$ cat src/include/jgh_pkg.sv
// Shared constants and types for the jog and gain command handler
package jgh_pkg;
	localparam int AXES = 4;
	localparam int ADDR_W = 6;
	localparam int COEF_W = 22;
	localparam int FRAC_BITS = 8;
	// Register byte offsets
	localparam logic [5:0] A_CMD = 6'h00;
	localparam logic [5:0] A_ARG = 6'h04;
	localparam logic [5:0] A_CFG = 6'h08;
	localparam logic [5:0] A_STAT = 6'h0C;
	localparam logic [5:0] A_COST = 6'h10;
	localparam logic [5:0] A_IRQ = 6'h14;
	localparam logic [5:0] A_MASK = 6'h18;
	localparam logic [5:0] A_KA = 6'h1C;
	localparam logic [5:0] A_KB = 6'h20;
	localparam logic [5:0] A_VEL = 6'h24;
	// Command word: opcode in top nibble, axis mask in low nibble
	localparam int OP_LSB = 28;
	localparam logic [3:0] OP_SELECT = 4'h0;
	localparam logic [3:0] OP_MOVE = 4'h1;
	localparam logic [3:0] OP_TIMED = 4'h2;
	localparam logic [3:0] OP_LINKED = 4'h3;
	localparam logic [3:0] OP_NOTIFY = 4'h4;
	localparam logic [3:0] OP_JOG = 4'h5;
	localparam logic [3:0] OP_FJOG = 4'h6;
	localparam logic [3:0] OP_VEL = 4'h7;
	localparam logic [3:0] OP_SET_KA = 4'h8;
	localparam logic [3:0] OP_SET_KB = 4'h9;
	localparam logic [3:0] OP_RPT_KA = 4'hA;
	localparam logic [3:0] OP_RPT_KB = 4'hB;
	localparam logic [3:0] OP_STOP = 4'hC;
	localparam logic [3:0] OP_STOP_ALL = 4'hD;
	localparam logic [3:0] OP_KILL = 4'hE;
	localparam logic [3:0] OP_HOLD_OFF = 4'hF;
	// Configuration fields
	localparam int CFG_PA = 0;
	localparam int CFG_RAMP_LSB = 1;
	localparam int CFG_CLOSED_LSB = 4;
	localparam int CFG_LIMEN_LSB = 8;
	localparam int CFG_SEG_LSB = 16;
	localparam logic [31:0] CFG_RST = 32'h0000_0000;
	localparam logic [1:0] RAMP_LIN = 2'h0;
	localparam logic [1:0] RAMP_SHORT = 2'h1;
	localparam logic [1:0] RAMP_OTHER = 2'h2;
	localparam logic [1:0] RAMP_CUSTOM = 2'h3;
	// Queue cost figures
	localparam logic [7:0] COST_JOG_CMD = 8'h03;
	localparam logic [7:0] COST_ONE = 8'h01;
	localparam logic [7:0] COST_RESTORE_CMD = 8'h04;
	localparam logic [15:0] ARG_JG = 16'h0001;
	localparam logic [15:0] ARG_JF = 16'h0000;
	localparam logic [15:0] ARG_LIN = 16'h0004;
	localparam logic [15:0] ARG_SHORT = 16'h0006;
	localparam logic [15:0] ARG_OTHER = 16'h0016;
	localparam logic [15:0] ARG_CUSTOM_BASE = 16'h0002;
	// Interrupt bits
	localparam int IRQ_W = 4;
	localparam int IRQ_DONE = 0;
	localparam int IRQ_RPT = 1;
	localparam int IRQ_VEL = 2;
	localparam int IRQ_REJ = 3;
	// Ranges and resets, coefficients in hundredths
	localparam logic [31:0] JOG_LIMIT = 32'h000F_EE20;
	localparam logic [21:0] KA_MAX = 22'h31FF9C;
	localparam logic [21:0] KB_MAX = 22'h0003E8;
	localparam logic [21:0] KA_RST = 22'h000000;
	localparam logic [21:0] KB_RST = 22'h000000;
	// Host characters
	localparam logic [7:0] DONE_CHAR_BASE = 8'h80;
	localparam logic [7:0] CH_K = 8'h6B;
	localparam logic [7:0] CH_A = 8'h61;
	localparam logic [7:0] CH_B = 8'h62;
	localparam logic [7:0] CH_0 = 8'h30;
	localparam logic [7:0] CH_DOT = 8'h2E;
	localparam logic [7:0] CH_LF = 8'h0A;
	localparam logic [2:0] UNITS_POS = 3'h4;
	localparam logic [2:0] LAST_POS = 3'h6;
	localparam logic [21:0] POW10 [7] = '{22'h0F4240, 22'h0186A0, 22'h002710, 22'h0003E8,
		22'h000064, 22'h00000A, 22'h000001};
	typedef logic [COEF_W-1:0] jgh_coef_t;
	typedef logic signed [31:0] jgh_vel_t;
endpackage

$ cat src/jgh_fmt.sv
// Host character sender for done bytes and coefficient reports
`timescale 1ns/10ps
module jgh_fmt (
	input wire logic i_clk, // System clock
	input wire logic i_arst_n, // Async reset, active low
	input wire logic [jgh_pkg::AXES-1:0] i_done_req, // Pending done bytes
	input wire logic i_rpt, // Report start pulse
	input wire logic i_rpt_kb, // Report upper bound, not feedforward
	input wire jgh_pkg::jgh_coef_t i_val, // Value in hundredths
	input wire logic i_tx_ready, // Link accepts byte
	output logic [jgh_pkg::AXES-1:0] o_done_ack, // Done byte sent pulse
	output logic o_busy, // Report in progress
	output logic o_rpt_done, // Report last byte pulse
	output logic [7:0] o_tx_data, // Byte to host
	output logic o_tx_valid // Byte valid
);
	import jgh_pkg::*;
	typedef enum logic [2:0] {F_IDLE, F_PFX, F_SUB, F_DOT, F_LF} jgh_fmt_e;
	jgh_fmt_e st_q;
	jgh_coef_t rem_q;
	logic [2:0] k_q;
	logic [3:0] dig_q;
	logic started_q, kb_q, pfx_q, free;
	logic [1:0] idx;
	assign free = !o_tx_valid;
	assign o_busy = st_q != F_IDLE;
	always_comb begin
		idx = 2'h0;
		for (int i = AXES - 1; i >= 0; i--) begin
			if (i_done_req[i]) begin
				idx = 2'(i);
			end
		end
	end
	always_ff @(posedge i_clk or negedge i_arst_n) begin
		if (!i_arst_n) begin
			st_q <= F_IDLE;
			rem_q <= '0;
			k_q <= '0;
			dig_q <= '0;
			started_q <= 1'b0;
			kb_q <= 1'b0;
			pfx_q <= 1'b0;
			o_done_ack <= '0;
			o_rpt_done <= 1'b0;
			o_tx_data <= '0;
			o_tx_valid <= 1'b0;
		end else begin
			o_done_ack <= '0;
			o_rpt_done <= 1'b0;
			if (o_tx_valid && i_tx_ready) begin
				o_tx_valid <= 1'b0;
			end
			unique case (st_q)
				F_IDLE: if (i_rpt) begin
					rem_q <= i_val;
					kb_q <= i_rpt_kb;
					k_q <= '0;
					dig_q <= '0;
					started_q <= 1'b0;
					pfx_q <= 1'b0;
					st_q <= F_PFX;
				end else if (free && |i_done_req) begin
					o_tx_data <= DONE_CHAR_BASE | {6'h00, idx};
					o_tx_valid <= 1'b1;
					o_done_ack[idx] <= 1'b1;
				end
				F_PFX: if (free) begin
					o_tx_data <= !pfx_q ? CH_K : (kb_q ? CH_B : CH_A);
					o_tx_valid <= 1'b1;
					pfx_q <= 1'b1;
					if (pfx_q) begin
						st_q <= F_SUB;
					end
				end
				F_SUB: if (free) begin
					if (rem_q >= POW10[k_q]) begin
						rem_q <= rem_q - POW10[k_q];
						dig_q <= 4'(dig_q + 4'h1);
					end else begin
						if (dig_q != 0 || started_q || k_q == UNITS_POS) begin
							o_tx_data <= CH_0 | {4'h0, dig_q};
							o_tx_valid <= 1'b1;
							started_q <= 1'b1;
						end
						dig_q <= '0;
						k_q <= 3'(k_q + 3'h1);
						if (k_q == LAST_POS) begin
							st_q <= F_LF;
						end else if (k_q == UNITS_POS) begin
							st_q <= F_DOT;
						end
					end
				end
				F_DOT: if (free) begin
					o_tx_data <= CH_DOT;
					o_tx_valid <= 1'b1;
					st_q <= F_SUB;
				end
				F_LF: if (free) begin
					o_tx_data <= CH_LF;
					o_tx_valid <= 1'b1;
					o_rpt_done <= 1'b1;
					st_q <= F_IDLE;
				end
			endcase
		end
	end
	done_char_a: assert property (@(posedge i_clk) disable iff (!i_arst_n)
		(|o_done_ack) |-> (o_tx_valid && o_tx_data == (DONE_CHAR_BASE | {6'h00, $past(idx)})))
		else $error("done byte does not name its axis");
	report_end_a: assert property (@(posedge i_clk) disable iff (!i_arst_n)
		o_rpt_done |-> (o_tx_valid && o_tx_data == CH_LF && !o_busy))
		else $error("report did not end with line feed");
endmodule // jgh_fmt

$ cat src/jgh_jog_axis.sv
// Per-axis jog velocity sequencer
`timescale 1ns/10ps
module jgh_jog_axis (
	input wire logic i_clk, // System clock
	input wire logic i_arst_n, // Async reset, active low
	input wire logic i_jog, // Jog request pulse
	input wire jgh_pkg::jgh_vel_t i_vel, // Requested velocity
	input wire logic i_stop, // Stop request pulse
	input wire logic i_stopped, // Axis at standstill
	input wire logic i_at_vel, // Profile at target
	output jgh_pkg::jgh_vel_t o_target, // Target velocity
	output logic o_run, // Jog active
	output logic o_reversing, // Ramping down to reverse
	output logic o_at_vel_evt // Target reached pulse
);
	import jgh_pkg::*;
	typedef enum logic [1:0] {J_IDLE, J_RUN, J_DOWN} jgh_jog_e;
	jgh_jog_e st_q;
	jgh_vel_t pend_q;
	logic reached_q;
	logic flip;
	assign flip = (i_vel[31] != o_target[31]) && (i_vel != 0) && (o_target != 0);
	assign o_run = st_q != J_IDLE;
	assign o_reversing = st_q == J_DOWN;
	always_ff @(posedge i_clk or negedge i_arst_n) begin
		if (!i_arst_n) begin
			st_q <= J_IDLE;
			o_target <= '0;
			pend_q <= '0;
			reached_q <= 1'b0;
			o_at_vel_evt <= 1'b0;
		end else begin
			o_at_vel_evt <= 1'b0;
			if (i_stop) begin
				st_q <= J_IDLE;
				o_target <= '0;
			end else begin
				unique case (st_q)
					J_IDLE: if (i_jog) begin
						o_target <= i_vel;
						reached_q <= 1'b0;
						st_q <= J_RUN;
					end
					J_RUN: if (i_jog && flip) begin
						pend_q <= i_vel;
						o_target <= '0;
						st_q <= J_DOWN;
					end else if (i_jog) begin
						o_target <= i_vel;
						reached_q <= 1'b0;
					end else if (i_at_vel && !reached_q) begin
						reached_q <= 1'b1;
						o_at_vel_evt <= 1'b1;
					end
					J_DOWN: if (i_jog) begin
						pend_q <= i_vel;
					end else if (i_stopped) begin
						o_target <= pend_q;
						reached_q <= 1'b0;
						st_q <= J_RUN;
					end
				endcase
			end
		end
	end
	reverse_wait_a: assert property (@(posedge i_clk) disable iff (!i_arst_n)
		(st_q == J_RUN && i_jog && flip && !i_stop) |=> (o_reversing && o_target == 0))
		else $error("reversal did not ramp down first");
	stop_ends_a: assert property (@(posedge i_clk) disable iff (!i_arst_n)
		i_stop |=> (!o_run && o_target == 0))
		else $error("stop did not end jog");
	at_vel_evt_a: assert property (@(posedge i_clk) disable iff (!i_arst_n)
		o_at_vel_evt |-> ($past(i_at_vel) && reached_q && o_run))
		else $error("release event without target reached");
endmodule // jgh_jog_axis

$ cat src/jgh_top.sv
// Jog and gain command handler top level
// Overview of operation
// After notify command, each axis given a position reports done once.
// Done byte is 80 hex plus axis index, X 80 through T 83.
// Fractional jog takes fractional velocity, kept until replaced.
// Jog cost is three entries, plus power-auto and closed-loop extras.
// After timed or linked move, restore profile; extra cost by ramp.
// Jog ramps to velocity, runs until stop, kill, hold-off, jog, limit.
// Direction reversal ramps the axis to a stop before reversing.
// Jog overwrites move velocity and starts motion without go command.
// Host keeps jog velocities within plus or minus 1,044,000 counts/s.
// Events waiting on jog release when axis reaches its velocity.
// Feedforward defaults zero, accepts 0.00 to 32767.00, feeds PID.
// Feedforward report sends prefix, value and line feed immediately.
// Upper bound clamps servo output, default 0.00, range 0.0 to 10.0.
// Commands act in arrival order on the latest selected axes.
//
// The register offsets and the strobed register port were left to the implementer.
`timescale 1ns/10ps
module jgh_top (
	input wire logic I_SYS_CLK, // 40 MHz clock
	input wire logic I_ARST_N, // Async reset, active low
	input wire logic [jgh_pkg::ADDR_W-1:0] I_ADDR, // Register byte address
	input wire logic [31:0] I_WDATA, // Write data
	input wire logic I_WR, // Write strobe
	input wire logic I_RD, // Read strobe
	output logic [31:0] O_RDATA, // Read data
	output logic O_IRQ, // Interrupt level
	input wire logic [jgh_pkg::AXES-1:0] I_AXIS_DONE, // Move complete pulse
	input wire logic [jgh_pkg::AXES-1:0] I_AT_VEL, // Profile at target
	input wire logic [jgh_pkg::AXES-1:0] I_STOPPED, // Axis standstill
	input wire logic [jgh_pkg::AXES-1:0] I_LIMIT, // Limit switch pins
	input wire logic [16*jgh_pkg::AXES-1:0] I_PID_OUT, // Signed PID outputs
	input wire logic I_TX_READY, // Link accepts byte
	output logic [7:0] O_TX_DATA, // Byte to host
	output logic O_TX_VALID, // Byte valid
	output logic [32*jgh_pkg::AXES-1:0] O_JOG_VEL, // Jog targets, signed 24.8
	output logic [jgh_pkg::AXES-1:0] O_JOG_RUN, // Jog active
	output logic [jgh_pkg::AXES-1:0] O_REVERSING, // Ramping down to reverse
	output logic [32*jgh_pkg::AXES-1:0] O_MOVE_VEL, // Move velocities, 24.8
	output logic [jgh_pkg::AXES-1:0] O_RESTORE, // Restore profile pulse
	output logic O_KILL, // Kill pulse
	output logic [jgh_pkg::COEF_W*jgh_pkg::AXES-1:0] O_ACCEL_FF, // Feedforward
	output logic [16*jgh_pkg::AXES-1:0] O_DAC_OUT // Clamped servo outputs
);
	import jgh_pkg::*;
	logic [AXES-1:0] lim_s1_q, lim_s2_q;
	logic [31:0] arg_q, cfg_q, rdata_q;
	logic [IRQ_W-1:0] irq_q, mask_q;
	logic [AXES-1:0] sel_q, move_mask_q, armed_q, pend_q;
	logic [1:0] cur_q;
	logic prev_timed_q, kill_q;
	logic [AXES-1:0] restore_q;
	jgh_vel_t move_vel_q [AXES];
	jgh_vel_t target [AXES];
	jgh_coef_t ka_q [AXES];
	jgh_coef_t kb_q [AXES];
	logic [7:0] cost_cmd_q, cost_cmd_d;
	logic [15:0] cost_arg_q, cost_arg_d;
	logic cmd_wr;
	logic [3:0] op;
	logic [AXES-1:0] ax, stop_v, at_vel_evt, done_ack, jog_v;
	logic [31:0] arg_mag;
	jgh_vel_t jog_vel;
	logic jog_int, jog_frac, jog_ok, jog_go;
	logic set_ka, set_kb, ka_ok, kb_ok, rpt_req, rpt_go;
	logic fmt_busy, rpt_done, reject;
	logic [1:0] ax_low;
	logic [IRQ_W-1:0] irq_ev;

	// Limit pins are asynchronous
	always_ff @(posedge I_SYS_CLK or negedge I_ARST_N) begin
		if (!I_ARST_N) begin
			lim_s1_q <= '0;
			lim_s2_q <= '0;
		end else begin
			lim_s1_q <= I_LIMIT;
			lim_s2_q <= lim_s1_q;
		end
	end

	assign cmd_wr = I_WR && (I_ADDR == A_CMD);
	assign op = I_WDATA[OP_LSB+:4];
	assign ax = I_WDATA[AXES-1:0];
	assign arg_mag = arg_q[31] ? (~arg_q + 32'h0000_0001) : arg_q;
	assign jog_int = cmd_wr && op == OP_JOG;
	assign jog_frac = cmd_wr && op == OP_FJOG;
	assign jog_ok = jog_int ? (arg_mag <= JOG_LIMIT) : (arg_mag <= {JOG_LIMIT[23:0], 8'h00});
	assign jog_go = (jog_int || jog_frac) && jog_ok;
	assign jog_vel = jog_int ? {arg_q[31-FRAC_BITS:0], 8'h00} : arg_q;
	assign jog_v = jog_go ? sel_q : '0;
	assign set_ka = cmd_wr && op == OP_SET_KA;
	assign set_kb = cmd_wr && op == OP_SET_KB;
	assign ka_ok = arg_q <= {10'h000, KA_MAX};
	assign kb_ok = arg_q <= {10'h000, KB_MAX};
	assign rpt_req = cmd_wr && (op == OP_RPT_KA || op == OP_RPT_KB);
	assign rpt_go = rpt_req && !fmt_busy;
	assign reject = ((jog_int || jog_frac) && !jog_ok) || (set_ka && !ka_ok) || (set_kb && !kb_ok)
		|| (rpt_req && fmt_busy);

	// Stop sources, limits only when enabled
	always_comb begin
		stop_v = lim_s2_q & cfg_q[CFG_LIMEN_LSB+:AXES];
		if (cmd_wr && op == OP_STOP) begin
			stop_v = stop_v | sel_q;
		end
		if (cmd_wr && (op == OP_STOP_ALL || op == OP_KILL)) begin
			stop_v = '1;
		end
		if (cmd_wr && op == OP_HOLD_OFF) begin
			stop_v[cur_q] = 1'b1;
		end
	end

	always_comb begin
		ax_low = 2'h0;
		for (int i = AXES - 1; i >= 0; i--) begin
			if (ax[i]) begin
				ax_low = 2'(i);
			end
		end
	end

	// Queue cost of a jog
	always_comb begin
		cost_cmd_d = COST_JOG_CMD;
		cost_arg_d = jog_int ? ARG_JG : ARG_JF;
		if (cfg_q[CFG_PA]) begin
			cost_cmd_d = 8'(cost_cmd_d + COST_ONE);
		end
		if (|(sel_q & cfg_q[CFG_CLOSED_LSB+:AXES])) begin
			cost_cmd_d = 8'(cost_cmd_d + COST_ONE);
		end
		if (prev_timed_q) begin
			cost_cmd_d = 8'(cost_cmd_d + COST_RESTORE_CMD);
			unique case (cfg_q[CFG_RAMP_LSB+:2])
				RAMP_LIN: cost_arg_d = 16'(cost_arg_d + ARG_LIN);
				RAMP_SHORT: cost_arg_d = 16'(cost_arg_d + ARG_SHORT);
				RAMP_OTHER: cost_arg_d = 16'(cost_arg_d + ARG_OTHER);
				RAMP_CUSTOM: cost_arg_d = 16'(cost_arg_d + {7'h00, cfg_q[CFG_SEG_LSB+:8], 1'b0}
					+ ARG_CUSTOM_BASE);
			endcase
		end
	end

	// Software written registers
	always_ff @(posedge I_SYS_CLK or negedge I_ARST_N) begin
		if (!I_ARST_N) begin
			arg_q <= '0;
			cfg_q <= CFG_RST;
			mask_q <= '0;
		end else if (I_WR) begin
			if (I_ADDR == A_ARG) begin
				arg_q <= I_WDATA;
			end
			if (I_ADDR == A_CFG) begin
				cfg_q <= I_WDATA;
			end
			if (I_ADDR == A_MASK) begin
				mask_q <= I_WDATA[IRQ_W-1:0];
			end
		end
	end

	// Axis selection
	always_ff @(posedge I_SYS_CLK or negedge I_ARST_N) begin
		if (!I_ARST_N) begin
			sel_q <= 4'h1;
			cur_q <= 2'h0;
		end else if (cmd_wr && op == OP_SELECT && ax != 0) begin
			sel_q <= ax;
			cur_q <= ax_low;
		end
	end

	// Move history and done notification
	always_ff @(posedge I_SYS_CLK or negedge I_ARST_N) begin
		if (!I_ARST_N) begin
			move_mask_q <= '0;
			prev_timed_q <= 1'b0;
		end else if (cmd_wr && (op == OP_MOVE || op == OP_TIMED || op == OP_LINKED)) begin
			move_mask_q <= ax;
			prev_timed_q <= op != OP_MOVE;
		end else if (jog_go) begin
			prev_timed_q <= 1'b0;
		end
	end

	always_ff @(posedge I_SYS_CLK or negedge I_ARST_N) begin
		if (!I_ARST_N) begin
			armed_q <= '0;
			pend_q <= '0;
		end else begin
			if (cmd_wr && op == OP_NOTIFY) begin
				armed_q <= move_mask_q;
			end else begin
				armed_q <= armed_q & ~I_AXIS_DONE;
			end
			pend_q <= (pend_q & ~done_ack) | (I_AXIS_DONE & armed_q);
		end
	end

	// Velocities and gains
	always_ff @(posedge I_SYS_CLK or negedge I_ARST_N) begin
		if (!I_ARST_N) begin
			for (int i = 0; i < AXES; i++) begin
				move_vel_q[i] <= '0;
				ka_q[i] <= KA_RST;
				kb_q[i] <= KB_RST;
			end
		end else begin
			for (int i = 0; i < AXES; i++) begin
				if (jog_v[i] || (cmd_wr && op == OP_VEL && sel_q[i])) begin
					move_vel_q[i] <= jog_v[i] ? jog_vel : arg_q;
				end
			end
			if (set_ka && ka_ok) begin
				ka_q[cur_q] <= arg_q[COEF_W-1:0];
			end
			if (set_kb && kb_ok) begin
				kb_q[cur_q] <= arg_q[COEF_W-1:0];
			end
		end
	end

	// Cost record and profile restore
	always_ff @(posedge I_SYS_CLK or negedge I_ARST_N) begin
		if (!I_ARST_N) begin
			cost_cmd_q <= '0;
			cost_arg_q <= '0;
			restore_q <= '0;
			kill_q <= 1'b0;
		end else begin
			restore_q <= prev_timed_q ? jog_v : '0;
			kill_q <= cmd_wr && op == OP_KILL;
			if (jog_go) begin
				cost_cmd_q <= cost_cmd_d;
				cost_arg_q <= cost_arg_d;
			end
		end
	end

	// Sticky status, write one to clear, set wins
	assign irq_ev[IRQ_DONE] = |done_ack;
	assign irq_ev[IRQ_RPT] = rpt_done;
	assign irq_ev[IRQ_VEL] = |at_vel_evt;
	assign irq_ev[IRQ_REJ] = reject;
	always_ff @(posedge I_SYS_CLK or negedge I_ARST_N) begin
		if (!I_ARST_N) begin
			irq_q <= '0;
		end else begin
			irq_q <= (irq_q & ~((I_WR && I_ADDR == A_IRQ) ? I_WDATA[IRQ_W-1:0] : '0)) | irq_ev;
		end
	end
	assign O_IRQ = |(irq_q & mask_q);

	// Read data, unmapped reads zero
	always_ff @(posedge I_SYS_CLK or negedge I_ARST_N) begin
		if (!I_ARST_N) begin
			rdata_q <= '0;
		end else if (I_RD) begin
			unique case (I_ADDR)
				A_ARG: rdata_q <= arg_q;
				A_CFG: rdata_q <= cfg_q;
				A_STAT: rdata_q <= {12'h000, prev_timed_q, cur_q, fmt_busy, armed_q, O_REVERSING,
					O_JOG_RUN, sel_q};
				A_COST: rdata_q <= {8'h00, cost_arg_q, cost_cmd_q};
				A_IRQ: rdata_q <= {28'h0000000, irq_q};
				A_MASK: rdata_q <= {28'h0000000, mask_q};
				A_KA: rdata_q <= {10'h000, ka_q[cur_q]};
				A_KB: rdata_q <= {10'h000, kb_q[cur_q]};
				A_VEL: rdata_q <= move_vel_q[cur_q];
				default: rdata_q <= '0;
			endcase
		end else begin
			rdata_q <= '0;
		end
	end
	assign O_RDATA = rdata_q;
	assign O_RESTORE = restore_q;
	assign O_KILL = kill_q;

	jgh_fmt u_fmt (
		.i_clk(I_SYS_CLK),
		.i_arst_n(I_ARST_N),
		.i_done_req(pend_q),
		.i_rpt(rpt_go),
		.i_rpt_kb(op == OP_RPT_KB),
		.i_val(op == OP_RPT_KB ? kb_q[cur_q] : ka_q[cur_q]),
		.i_tx_ready(I_TX_READY),
		.o_done_ack(done_ack),
		.o_busy(fmt_busy),
		.o_rpt_done(rpt_done),
		.o_tx_data(O_TX_DATA),
		.o_tx_valid(O_TX_VALID)
	);

	// Per axis jog sequencer and output clamp
	for (genvar g = 0; g < AXES; g++) begin : g_axis
		logic signed [15:0] lim, dac_q, pid;
		assign lim = {6'h00, kb_q[g][9:0]};
		assign pid = I_PID_OUT[16*g+:16];
		jgh_jog_axis u_jog (
			.i_clk(I_SYS_CLK),
			.i_arst_n(I_ARST_N),
			.i_jog(jog_v[g]),
			.i_vel(jog_vel),
			.i_stop(stop_v[g]),
			.i_stopped(I_STOPPED[g]),
			.i_at_vel(I_AT_VEL[g]),
			.o_target(target[g]),
			.o_run(O_JOG_RUN[g]),
			.o_reversing(O_REVERSING[g]),
			.o_at_vel_evt(at_vel_evt[g])
		);
		always_ff @(posedge I_SYS_CLK or negedge I_ARST_N) begin
			if (!I_ARST_N) begin
				dac_q <= '0;
			end else if (pid > lim) begin
				dac_q <= lim;
			end else if (pid < -lim) begin
				dac_q <= -lim;
			end else begin
				dac_q <= pid;
			end
		end
		assign O_DAC_OUT[16*g+:16] = dac_q;
		assign O_JOG_VEL[32*g+:32] = target[g];
		assign O_MOVE_VEL[32*g+:32] = move_vel_q[g];
		assign O_ACCEL_FF[COEF_W*g+:COEF_W] = ka_q[g];
		dac_clamp_a: assert property (@(posedge I_SYS_CLK) disable iff (!I_ARST_N)
			1'b1 |=> (dac_q <= $past(lim) && dac_q >= -$past(lim)))
			else $error("servo output beyond upper bound");
	end

	notify_arm_a: assert property (@(posedge I_SYS_CLK) disable iff (!I_ARST_N)
		(cmd_wr && op == OP_NOTIFY) |=> (armed_q == $past(move_mask_q)))
		else $error("notify did not arm moved axes");
	pend_set_a: assert property (@(posedge I_SYS_CLK) disable iff (!I_ARST_N)
		(|(I_AXIS_DONE & armed_q) && !(cmd_wr && op == OP_NOTIFY))
		|=> ((pend_q & $past(I_AXIS_DONE & armed_q)) == $past(I_AXIS_DONE & armed_q)
		&& (armed_q & $past(I_AXIS_DONE)) == '0))
		else $error("axis done lost");
	jog_range_a: assert property (@(posedge I_SYS_CLK) disable iff (!I_ARST_N)
		(jog_int && arg_mag > JOG_LIMIT) |=> (irq_q[IRQ_REJ] && $stable(move_vel_q[0])))
		else $error("out of range jog accepted");
	vel_write_a: assert property (@(posedge I_SYS_CLK) disable iff (!I_ARST_N)
		(jog_go && sel_q[0] && !stop_v[0]) |=> (move_vel_q[0] == $past(jog_vel) && O_JOG_RUN[0]))
		else $error("jog did not set velocity and start");
	ka_range_a: assert property (@(posedge I_SYS_CLK) disable iff (!I_ARST_N)
		(ka_q[0] <= KA_MAX && kb_q[0] <= KB_MAX))
		else $error("coefficient out of range");
	cost_base_a: assert property (@(posedge I_SYS_CLK) disable iff (!I_ARST_N)
		(jog_go && !cfg_q[CFG_PA] && !(|(sel_q & cfg_q[CFG_CLOSED_LSB+:AXES])) && !prev_timed_q)
		|=> (cost_cmd_q == COST_JOG_CMD))
		else $error("jog base cost wrong");
	restore_a: assert property (@(posedge I_SYS_CLK) disable iff (!I_ARST_N)
		(jog_go && prev_timed_q) |=> (O_RESTORE == $past(sel_q) && !prev_timed_q))
		else $error("profile not restored before jog");
endmodule // jgh_top

$ cat config.mk
export PLATFORM = sky130hd
export DESIGN_NAME = jgh_top
export DESIGN_NICKNAME = d
export VERILOG_FILES = /design/src/include/jgh_pkg.sv /design/src/jgh_fmt.sv /design/src/jgh_jog_axis.sv /design/src/jgh_top.sv
export SDC_FILE = /design/constraint.sdc
export NUM_CORES = 2
export LEC_CHECK = 0
export ABC_AREA = 1
export BUFFER_PORTS_ARGS = -buffer_cell sky130_fd_sc_hd__buf_2
export CORE_ASPECT_RATIO = 1.1
export CORE_MARGIN = 5
export CORE_UTILIZATION = 45
export DETAILED_ROUTE_END_ITERATION = 8
export PLACE_DENSITY = 0.7
export REMOVE_ABC_BUFFERS = 1
export SYNTH_ARGS = -nofsm -noshare
export SYNTH_HDL_FRONTEND = slang
export SYNTH_SLANG_ARGS = --single-unit
$ cat constraint.sdc
create_clock -name I_SYS_CLK -period 3.85 [get_ports I_SYS_CLK]
set_clock_uncertainty 0.1 [all_clocks]
set_input_delay 0.5775 -clock I_SYS_CLK [delete_from_list [all_inputs] [get_ports I_SYS_CLK]]
set_output_delay 0.5775 -clock I_SYS_CLK [all_outputs]
set_load 0.05 [all_outputs]
# Yosys cells after proc, flatten, opt, wreduce, memory -nomap -nowiden
# Memory sizes are Yosys's and may differ from the RTL's.
# Index checks and enable logic that the tools add are counted.
# Widths: inputs -> output; s select.
dict set report word_totals {
  reg_bits 849
  in_bits 123
  elab_cells 576
  mem_bits_rw 0
  output_inout_bits 463
  n_memories 1
  latch_bits 0
  mem_bits_ro 176
}
# memory depth word_bits rd rd_ports_with_merged_regs write_ports line_no
set memory_table {}
lappend memory_table {{(no name shown)} 8 22 1 0 0 jgh_fmt.sv:77} ;# if (rem_q >= POW10[k_q]) begin
dict set report classes {
  shifts 0
  n_div 0
  n_bitwise 21
  mul 0
  add_sub_neg 15
  mux 221
  n_lt_le_gt_ge 20
  eq_ne 102
  n_reduce_logical 132
}
# op count
set op_table {}
lappend op_table {{$mux 32} 37}
lappend op_table {{$pmux 32 s3} 4}
lappend op_table {{$pmux 32 s9} 1}
lappend op_table {{$pmux 32 s2} 4}
lappend op_table {{$mux 22} 11}
lappend op_table {{$bwmux 88} 2}
lappend op_table {{$reduce_bool 32->1} 5}
lappend op_table {{$mux 16} 9}
lappend op_table {{$bmux 22 s2} 2}
lappend op_table {{$mux 8} 11}
lappend op_table {{$bmux 32 s2} 1}
lappend op_table {{$gt 16x11->1} 4}
lappend op_table {{$lt 16x16->1} 4}
lappend op_table {{$mux 1} 64}
lappend op_table {{$neg 10->16} 4}
lappend op_table {{$pmux 16 s4} 1}
lappend op_table {{$mux 2} 29}
lappend op_table {{$ne 2x2->1 const B} 27}
lappend op_table {{$mux 4} 13}
lappend op_table {{$logic_and 1x1->1} 49}
lappend op_table {{$demux 22 s2} 1}
lappend op_table {{$pmux 22 s2} 1}
lappend op_table {{$pmux 8 s5} 1}
lappend op_table {{$reduce_and 4->1} 10}
lappend op_table {{other kinds (70)} 216}

# Longest topological paths before layout
dict set report logic_depth {
  depth_word 11
  ltp_mapped 26
  depth_no_buf 23
}

# Modules after synthesis
# From an unflattened synthesis, not the netlist that was laid out.
dict set report hier_totals {
  cells_unflattened 6343
  hier_area_um2 46864.9
}
# module area_each_um2 seq_area_each_um2 cells_each n_inst
set modules_own_cells {}
lappend modules_own_cells {jgh_top 27712.8 12963.7 3477 1}
lappend modules_own_cells {jgh_jog_axis 3748.6 1701.6 549 4}
lappend modules_own_cells {jgh_fmt 4157.7 1226.2 670 1}

# Least setup slack after synthesis
# No wires, ideal clock.
dict set report synth_timing {
  path_kind {flip-flop to flip-flop}
  from {reg kb_q (netlist bit g_axis[1].lim[2])}
  to {reg g_axis[1].dac_q[1]}
  setup_time_ns 0.131
  path_slack_ns 0.345
  path_stages_with_launch 21
  path_buffers 1
  period_less_slack_ns 3.505
  arrival_time_ns 3.274
  t_required_ns 3.619
  cell_sequence {dfrtp_1 > nor3_1 > inv_1 > nor3_1 > nand3_1 > nor2_1 > nand2_1 > nor2_1 > inv_1 > nand2_1 > ha_1 > a21oi_1 > o21ai_0 > nand2_1 > o2111ai_1 > or2_2 > nand2_1 > clkinv_1 > clkbuf_1 > o211ai_1 > o21ai_0}
}
dict set report synth_between {
  elab_chain_len 4
  elab_cells_between_ends 5
  cone_classes {add/sub: 1; order compare: 2; mux: 2}
}
# element line_no
set synth_lines {}
lappend synth_lines {{start: declaration} jgh_top.sv:57} ;# jgh_coef_t kb_q [AXES];
lappend synth_lines {{start signal: indexed assignment} jgh_top.sv:221} ;# kb_q[cur_q] <= arg_q[COEF_W-1:0];
lappend synth_lines {{$neg 10->16} jgh_top.sv:321} ;# end else if (pid < -lim) begin
lappend synth_lines {{$lt 16x16->1} jgh_top.sv:321}
lappend synth_lines {{$mux 16} jgh_top.sv:321}
lappend synth_lines {{$mux 16 (*)} jgh_top.sv:319} ;# end else if (pid > lim) begin
lappend synth_lines {{end signal: assignment} jgh_top.sv:320} ;# dac_q <= lim;
lappend synth_lines {{end signal: assignment} jgh_top.sv:322} ;# dac_q <= -lim;
lappend synth_lines {{end signal: assignment} jgh_top.sv:324} ;# dac_q <= pid;
lappend synth_lines {{end: declaration} jgh_top.sv:300} ;# logic signed [15:0] lim, dac_q, pid;
# Mark *: on every way between the ends. The rest lies on a longest branch, timed or not.
# A chain may end at the register's enable or synchronous reset.

# Worst setup path in the final report
dict set report layout_timing {
  from {reg arg_q[1]}
  to {reg g_axis[2].u_jog.pend_q[11]}
}
dict set report layout_between {
  elab_chain_len 10
  elab_cells_between_ends 16
  cone_classes {add/sub: 1; order compare: 2; eq/ne: 2; mux: 4; bitwise: 1; reduce/logical: 6}
}
# element line_no
set layout_lines {}
lappend layout_lines {{start: declaration} jgh_top.sv:48} ;# logic [31:0] arg_q, cfg_q, rdata_q;
lappend layout_lines {{start signal: assignment} jgh_top.sv:149} ;# arg_q <= '0;
lappend layout_lines {{start signal: assignment} jgh_top.sv:154} ;# arg_q <= I_WDATA;
lappend layout_lines {{$not 32->32} jgh_top.sv:85} ;# assign arg_mag = arg_q[31] ? (~arg_q + 32'h0000_0001) : arg_q;
lappend layout_lines {{$add 32x1->32} jgh_top.sv:85}
lappend layout_lines {{$mux 32} jgh_top.sv:85}
lappend layout_lines {{$le 32x28->1 or $le 32x20->1 (tied branches)} jgh_top.sv:88} ;# assign jog_ok = jog_int ? (arg_mag <= JOG_LIMIT) : (arg_mag <= {JOG_LIMIT[23:0], 8'h00});
lappend layout_lines {{$mux 1} jgh_top.sv:88}
lappend layout_lines {{$logic_and 1x1->1} jgh_top.sv:89} ;# assign jog_go = (jog_int || jog_frac) && jog_ok;
lappend layout_lines {{$mux 4} jgh_top.sv:91} ;# assign jog_v = jog_go ? sel_q : '0;
lappend layout_lines {{$logic_and 1x1->1} jgh_jog_axis.sv:44} ;# J_RUN: if (i_jog && flip) begin
lappend layout_lines {{$ne 2x1->1 (no source line)} n/a}
lappend layout_lines {{$reduce_and 4->1 (no source line) (*)} n/a}
lappend layout_lines {{end signal: assignment} jgh_jog_axis.sv:45} ;# pend_q <= i_vel;
lappend layout_lines {{end signal: assignment} jgh_jog_axis.sv:56} ;# pend_q <= i_vel;
lappend layout_lines {{end: declaration} jgh_jog_axis.sv:19} ;# jgh_vel_t pend_q;
# Marked as above.

==> impl_metrics.ini <==
[clock_tree]
htree_levels = 3
cts.sinks = 839
numCtsBuffers = 93
clk_latency_ps = 700
cts_buffer_depth = 3
cts_tree = built
clk_pin_slew_ps = 70
cts-root-buf = clkbuf_16

[die]
initial_core_util_pct = 45.2
die_w_um = 315
ios = 586
dieArea_mm2 = 0.109
die_h_um = 345
rows = 123
core_area_mm2 = 0.102

[worst_hold_path]
hold_class = in2reg
hold_depth = 3

[global_route]
antenna_found_initial = 11
overflow = 0
grt.total_usage_pct = 36.2
grt_pass1_vias = 44600
grt_pass1_wl_um = 295000
grt_max_degree = 75

[setup_path]
r2r-end = g_axis[2].u_jog.pend_q[11]
r2r_cells = 21
cp.arrival_ps = 4190
crit_path_max_fanout = 6
setup.worst_path.end = g_axis[2].u_jog.pend_q[11]
crit_path_end_kind = flip-flop
regToRegStartpoint = arg_q[1]
cp.required_ps = 4310
r2r_slack_ps = 120
path_class = reg2reg
worstSetupStartpoint = arg_q[1]
start_kind = flip-flop

[detailed_routing]
drt_wl_total_um = 205000
wl_per_cell_um = 24.7
num_vias = 47200
drc = 0
ant_nets = 0
drt-initial-drc-count = 5670
drt_pass1_iterations = 8
via_per_inst = 5.68

[synthesis]
ys_async_sr_fraction_pct = 100
yosysMostFrequentCell = nand2_1
synth.ff_latch_count = 839
synth_edf_count = 0
yosys.area_share.simple_pct = 26.5
synth_compound_gate_area_share_pct = 14.9
ys.flop_type = dfrtp_1
synth_area_per_cell_um2 = 7.47
synth.area.mux_share_pct = 0
syn-cell-area_mm2 = 0.0460
synth_top_area_share_pct = 45.6
ys_warn_count = 0
synth-xor-area-share_pct = 0.875
ys_top_cells_by_area = dfrtp_1, nand2_1, o21ai_0, inv_1, ha_1
synth_cell_types = 68
yosysSeqAreaShare_pct = 45.6
netlist_instances = 6158
synthAdderAreaFrac_pct = 3.98
synth_top_cells_by_count = nand2_1, dfrtp_1, inv_1
yosysTopAreaCell = dfrtp_1
synth_top_family_by_area = simple AND/OR/NAND/NOR gates

[sta]
setup-tns-final_ps = 0
hold_viol = 0
post-route-min-period_ps = 3730
tightest_slew_ps = 1400
setup_viol = 0
report.final.slew_viol_count = 0
fmax_mhz = 268
rsz0062_at_grt = true
hold-worst-slack_ps = 30.1
fin_crit_sh_pct = 97.0
slew_headroom_pct = 6.71

[place]
portBuffers = 585
dp_hpwl_um = 156000
placed_area_mm2 = 0.0520
globalplace.congestion = 1.03

[layout]
area_delta_synth_final_pct = 21.7
final_nets = 7122
final_core_util_pct = 55.0
fill_cells = 9799
design_area_mm2 = 0.0560
drive_gt1_share_pct = 18.2

[pwr]
vdd_drop_max_mv = 0.341
pwr_density_cell_mw_per_mm2 = 501
p_leak_nw = 30.2
power_w = 0.0281

[status]
status = finished, final reports clean

[flow_run]
cap_viol_max_count = 0
-- cell type report --
type | count | area, um^2 | area share [%]
multi-input combinational | 4412 | 21700 | 38.7
inverter | 599 | 2260 | 4.04
clock buffer | 128 | 2710 | 4.84
tap | 1375 | 1720 | 3.07
timing repair inverter | 2 | 15.0 | 0.0268
timing repair buffer | 906 | 5960 | 10.7
antenna | 3 | 7.51 | 0.0134
sequential | 839 | 21000 | 37.5
clock inverter | 43 | 659 | 1.18
-- layout by cell type (no fill, tap or decap), types with 19 or more instances in the layout --
cell type / Yosys / layout
nand3_1: 130 / 121
o21ai_1: 144 / 144
nor2_2: 19 / 27
inv_1: 560 / 550
o21ai_0: 538 / 534
nor4_1: 38 / 37
a21oi_1: 205 / 198
inv_2: 30 / 38
nand2_2: 10 / 21
a41oi_1: 25 / 25
ha_1: 145 / 144
o211ai_1: 35 / 35
buf_12: 0 / 44
a221oi_1: 47 / 47
buf_2: 79 / 584
dfrtp_1: 838 / 830
nor3_1: 50 / 37
clkbuf_16: 0 / 99
xor2_1: 40 / 38
o22ai_1: 36 / 34
a22oi_1: 33 / 33
a22o_1: 30 / 30
nand2_1: 2249 / 2235
nor2_1: 439 / 424
clkbuf_8: 0 / 19
buf_4: 18 / 267
nand4_1: 49 / 49
a31oi_1: 24 / 24
-- per-stage QoR --
| stage | setup WS [ps] | std cells |
|---|---|---|
| finish | 117 | 8307 |
| global route | -43.6 | 8306 |
| CTS | 15.7 | 8282 |
| detailed placement | -236 | 8102 |
| global placement | -239 | 8102 |
| floorplan | -1330 | 5849 |
-- metal layers --
layer  wire (um)  up-vias  GRT usage [%]
met4       17900        4           25.1
li1            -    21300              -
met3       23600      675           10.2
met1       72700    22400           43.3
met5          29        -              0
met2       90800     2798           56.5
-- flip-flops by register name, indices dropped and copies added, names as in the netlist, 8 cells and up --
| name | count |
|---|---|
| O_MOVE_VEL | 128 |
| g_axis.u_jog.o_target | 128 |
| g_axis.u_jog.pend_q | 128 |
| O_ACCEL_FF | 88 |
| g_axis.dac_q | 64 |
| kb_q | 48 |
| g_axis.lim | 40 |
| O_RDATA | 32 |
| arg_q | 32 |
| cfg_q | 32 |
| u_fmt.rem_q | 22 |
| cost_arg_q | 10 |
| g_axis.u_jog.st_q | 8 |
| u_fmt.o_tx_data | 8 |
-- kinds of logic after synthesis --
group | after synthesis
AO/OA/AOI/OAI | 1189
flip-flops | 839
adder cells (fa/ha/maj) | 146
AND/OR/NAND/NOR | 3030
XOR/XNOR | 46
buffers and inverters | 908
-- how the worst min path moves through the flow --
stage	start	end	slack, ps
floorplan	I_ARST_N	O_ACCEL_FF[0]	180
global placement	lim_s1_q[0]	lim_s2_q[0]	230
detailed placement	lim_s1_q[1]	lim_s2_q[1]	240
CTS	I_AXIS_DONE[2]	pend_q[2]	5
global route	I_AXIS_DONE[2]	pend_q[2]	50
finish	I_AXIS_DONE[2]	pend_q[2]	30
-- what timing repair did --
item	in CTS	in global routing
resized for setup	15	79
endpoints found under the setup margin	67	394
setup buffers	2	18
hold buffers	5	0
cloned	2	4
pin swaps	2	11
endpoints found under the hold margin	53	0
-- report_power, final --
part	leakage [nW]	total (W)	internal, W	switching (W)
clock network	1.66	0.00994	0.00600	0.00394
registers	11.4	0.00992	0.00942	0.000505
logic	17.2	0.00820	0.00254	0.00566
-- critical path, cell delays in order, from the launching register on --
cell	delay (ps)
dfrtp_1	400
buf_4	180
nor2_2	140
nand2_1	110
nor2_4	150
nand3_1	220
nand2_1	180
nand3_1	90
nand2_1	70
inv_1	40
nor2_2	100
nand2_1	80
nor2_1	120
nand3_2	130
nand2_4	140
buf_4	190
nand4_4	280
a21oi_2	350
nand2_4	140
buf_4	190
o21ai_1	160
inv_2	40
No activity file was read; power rests on OpenSTA's default activity.
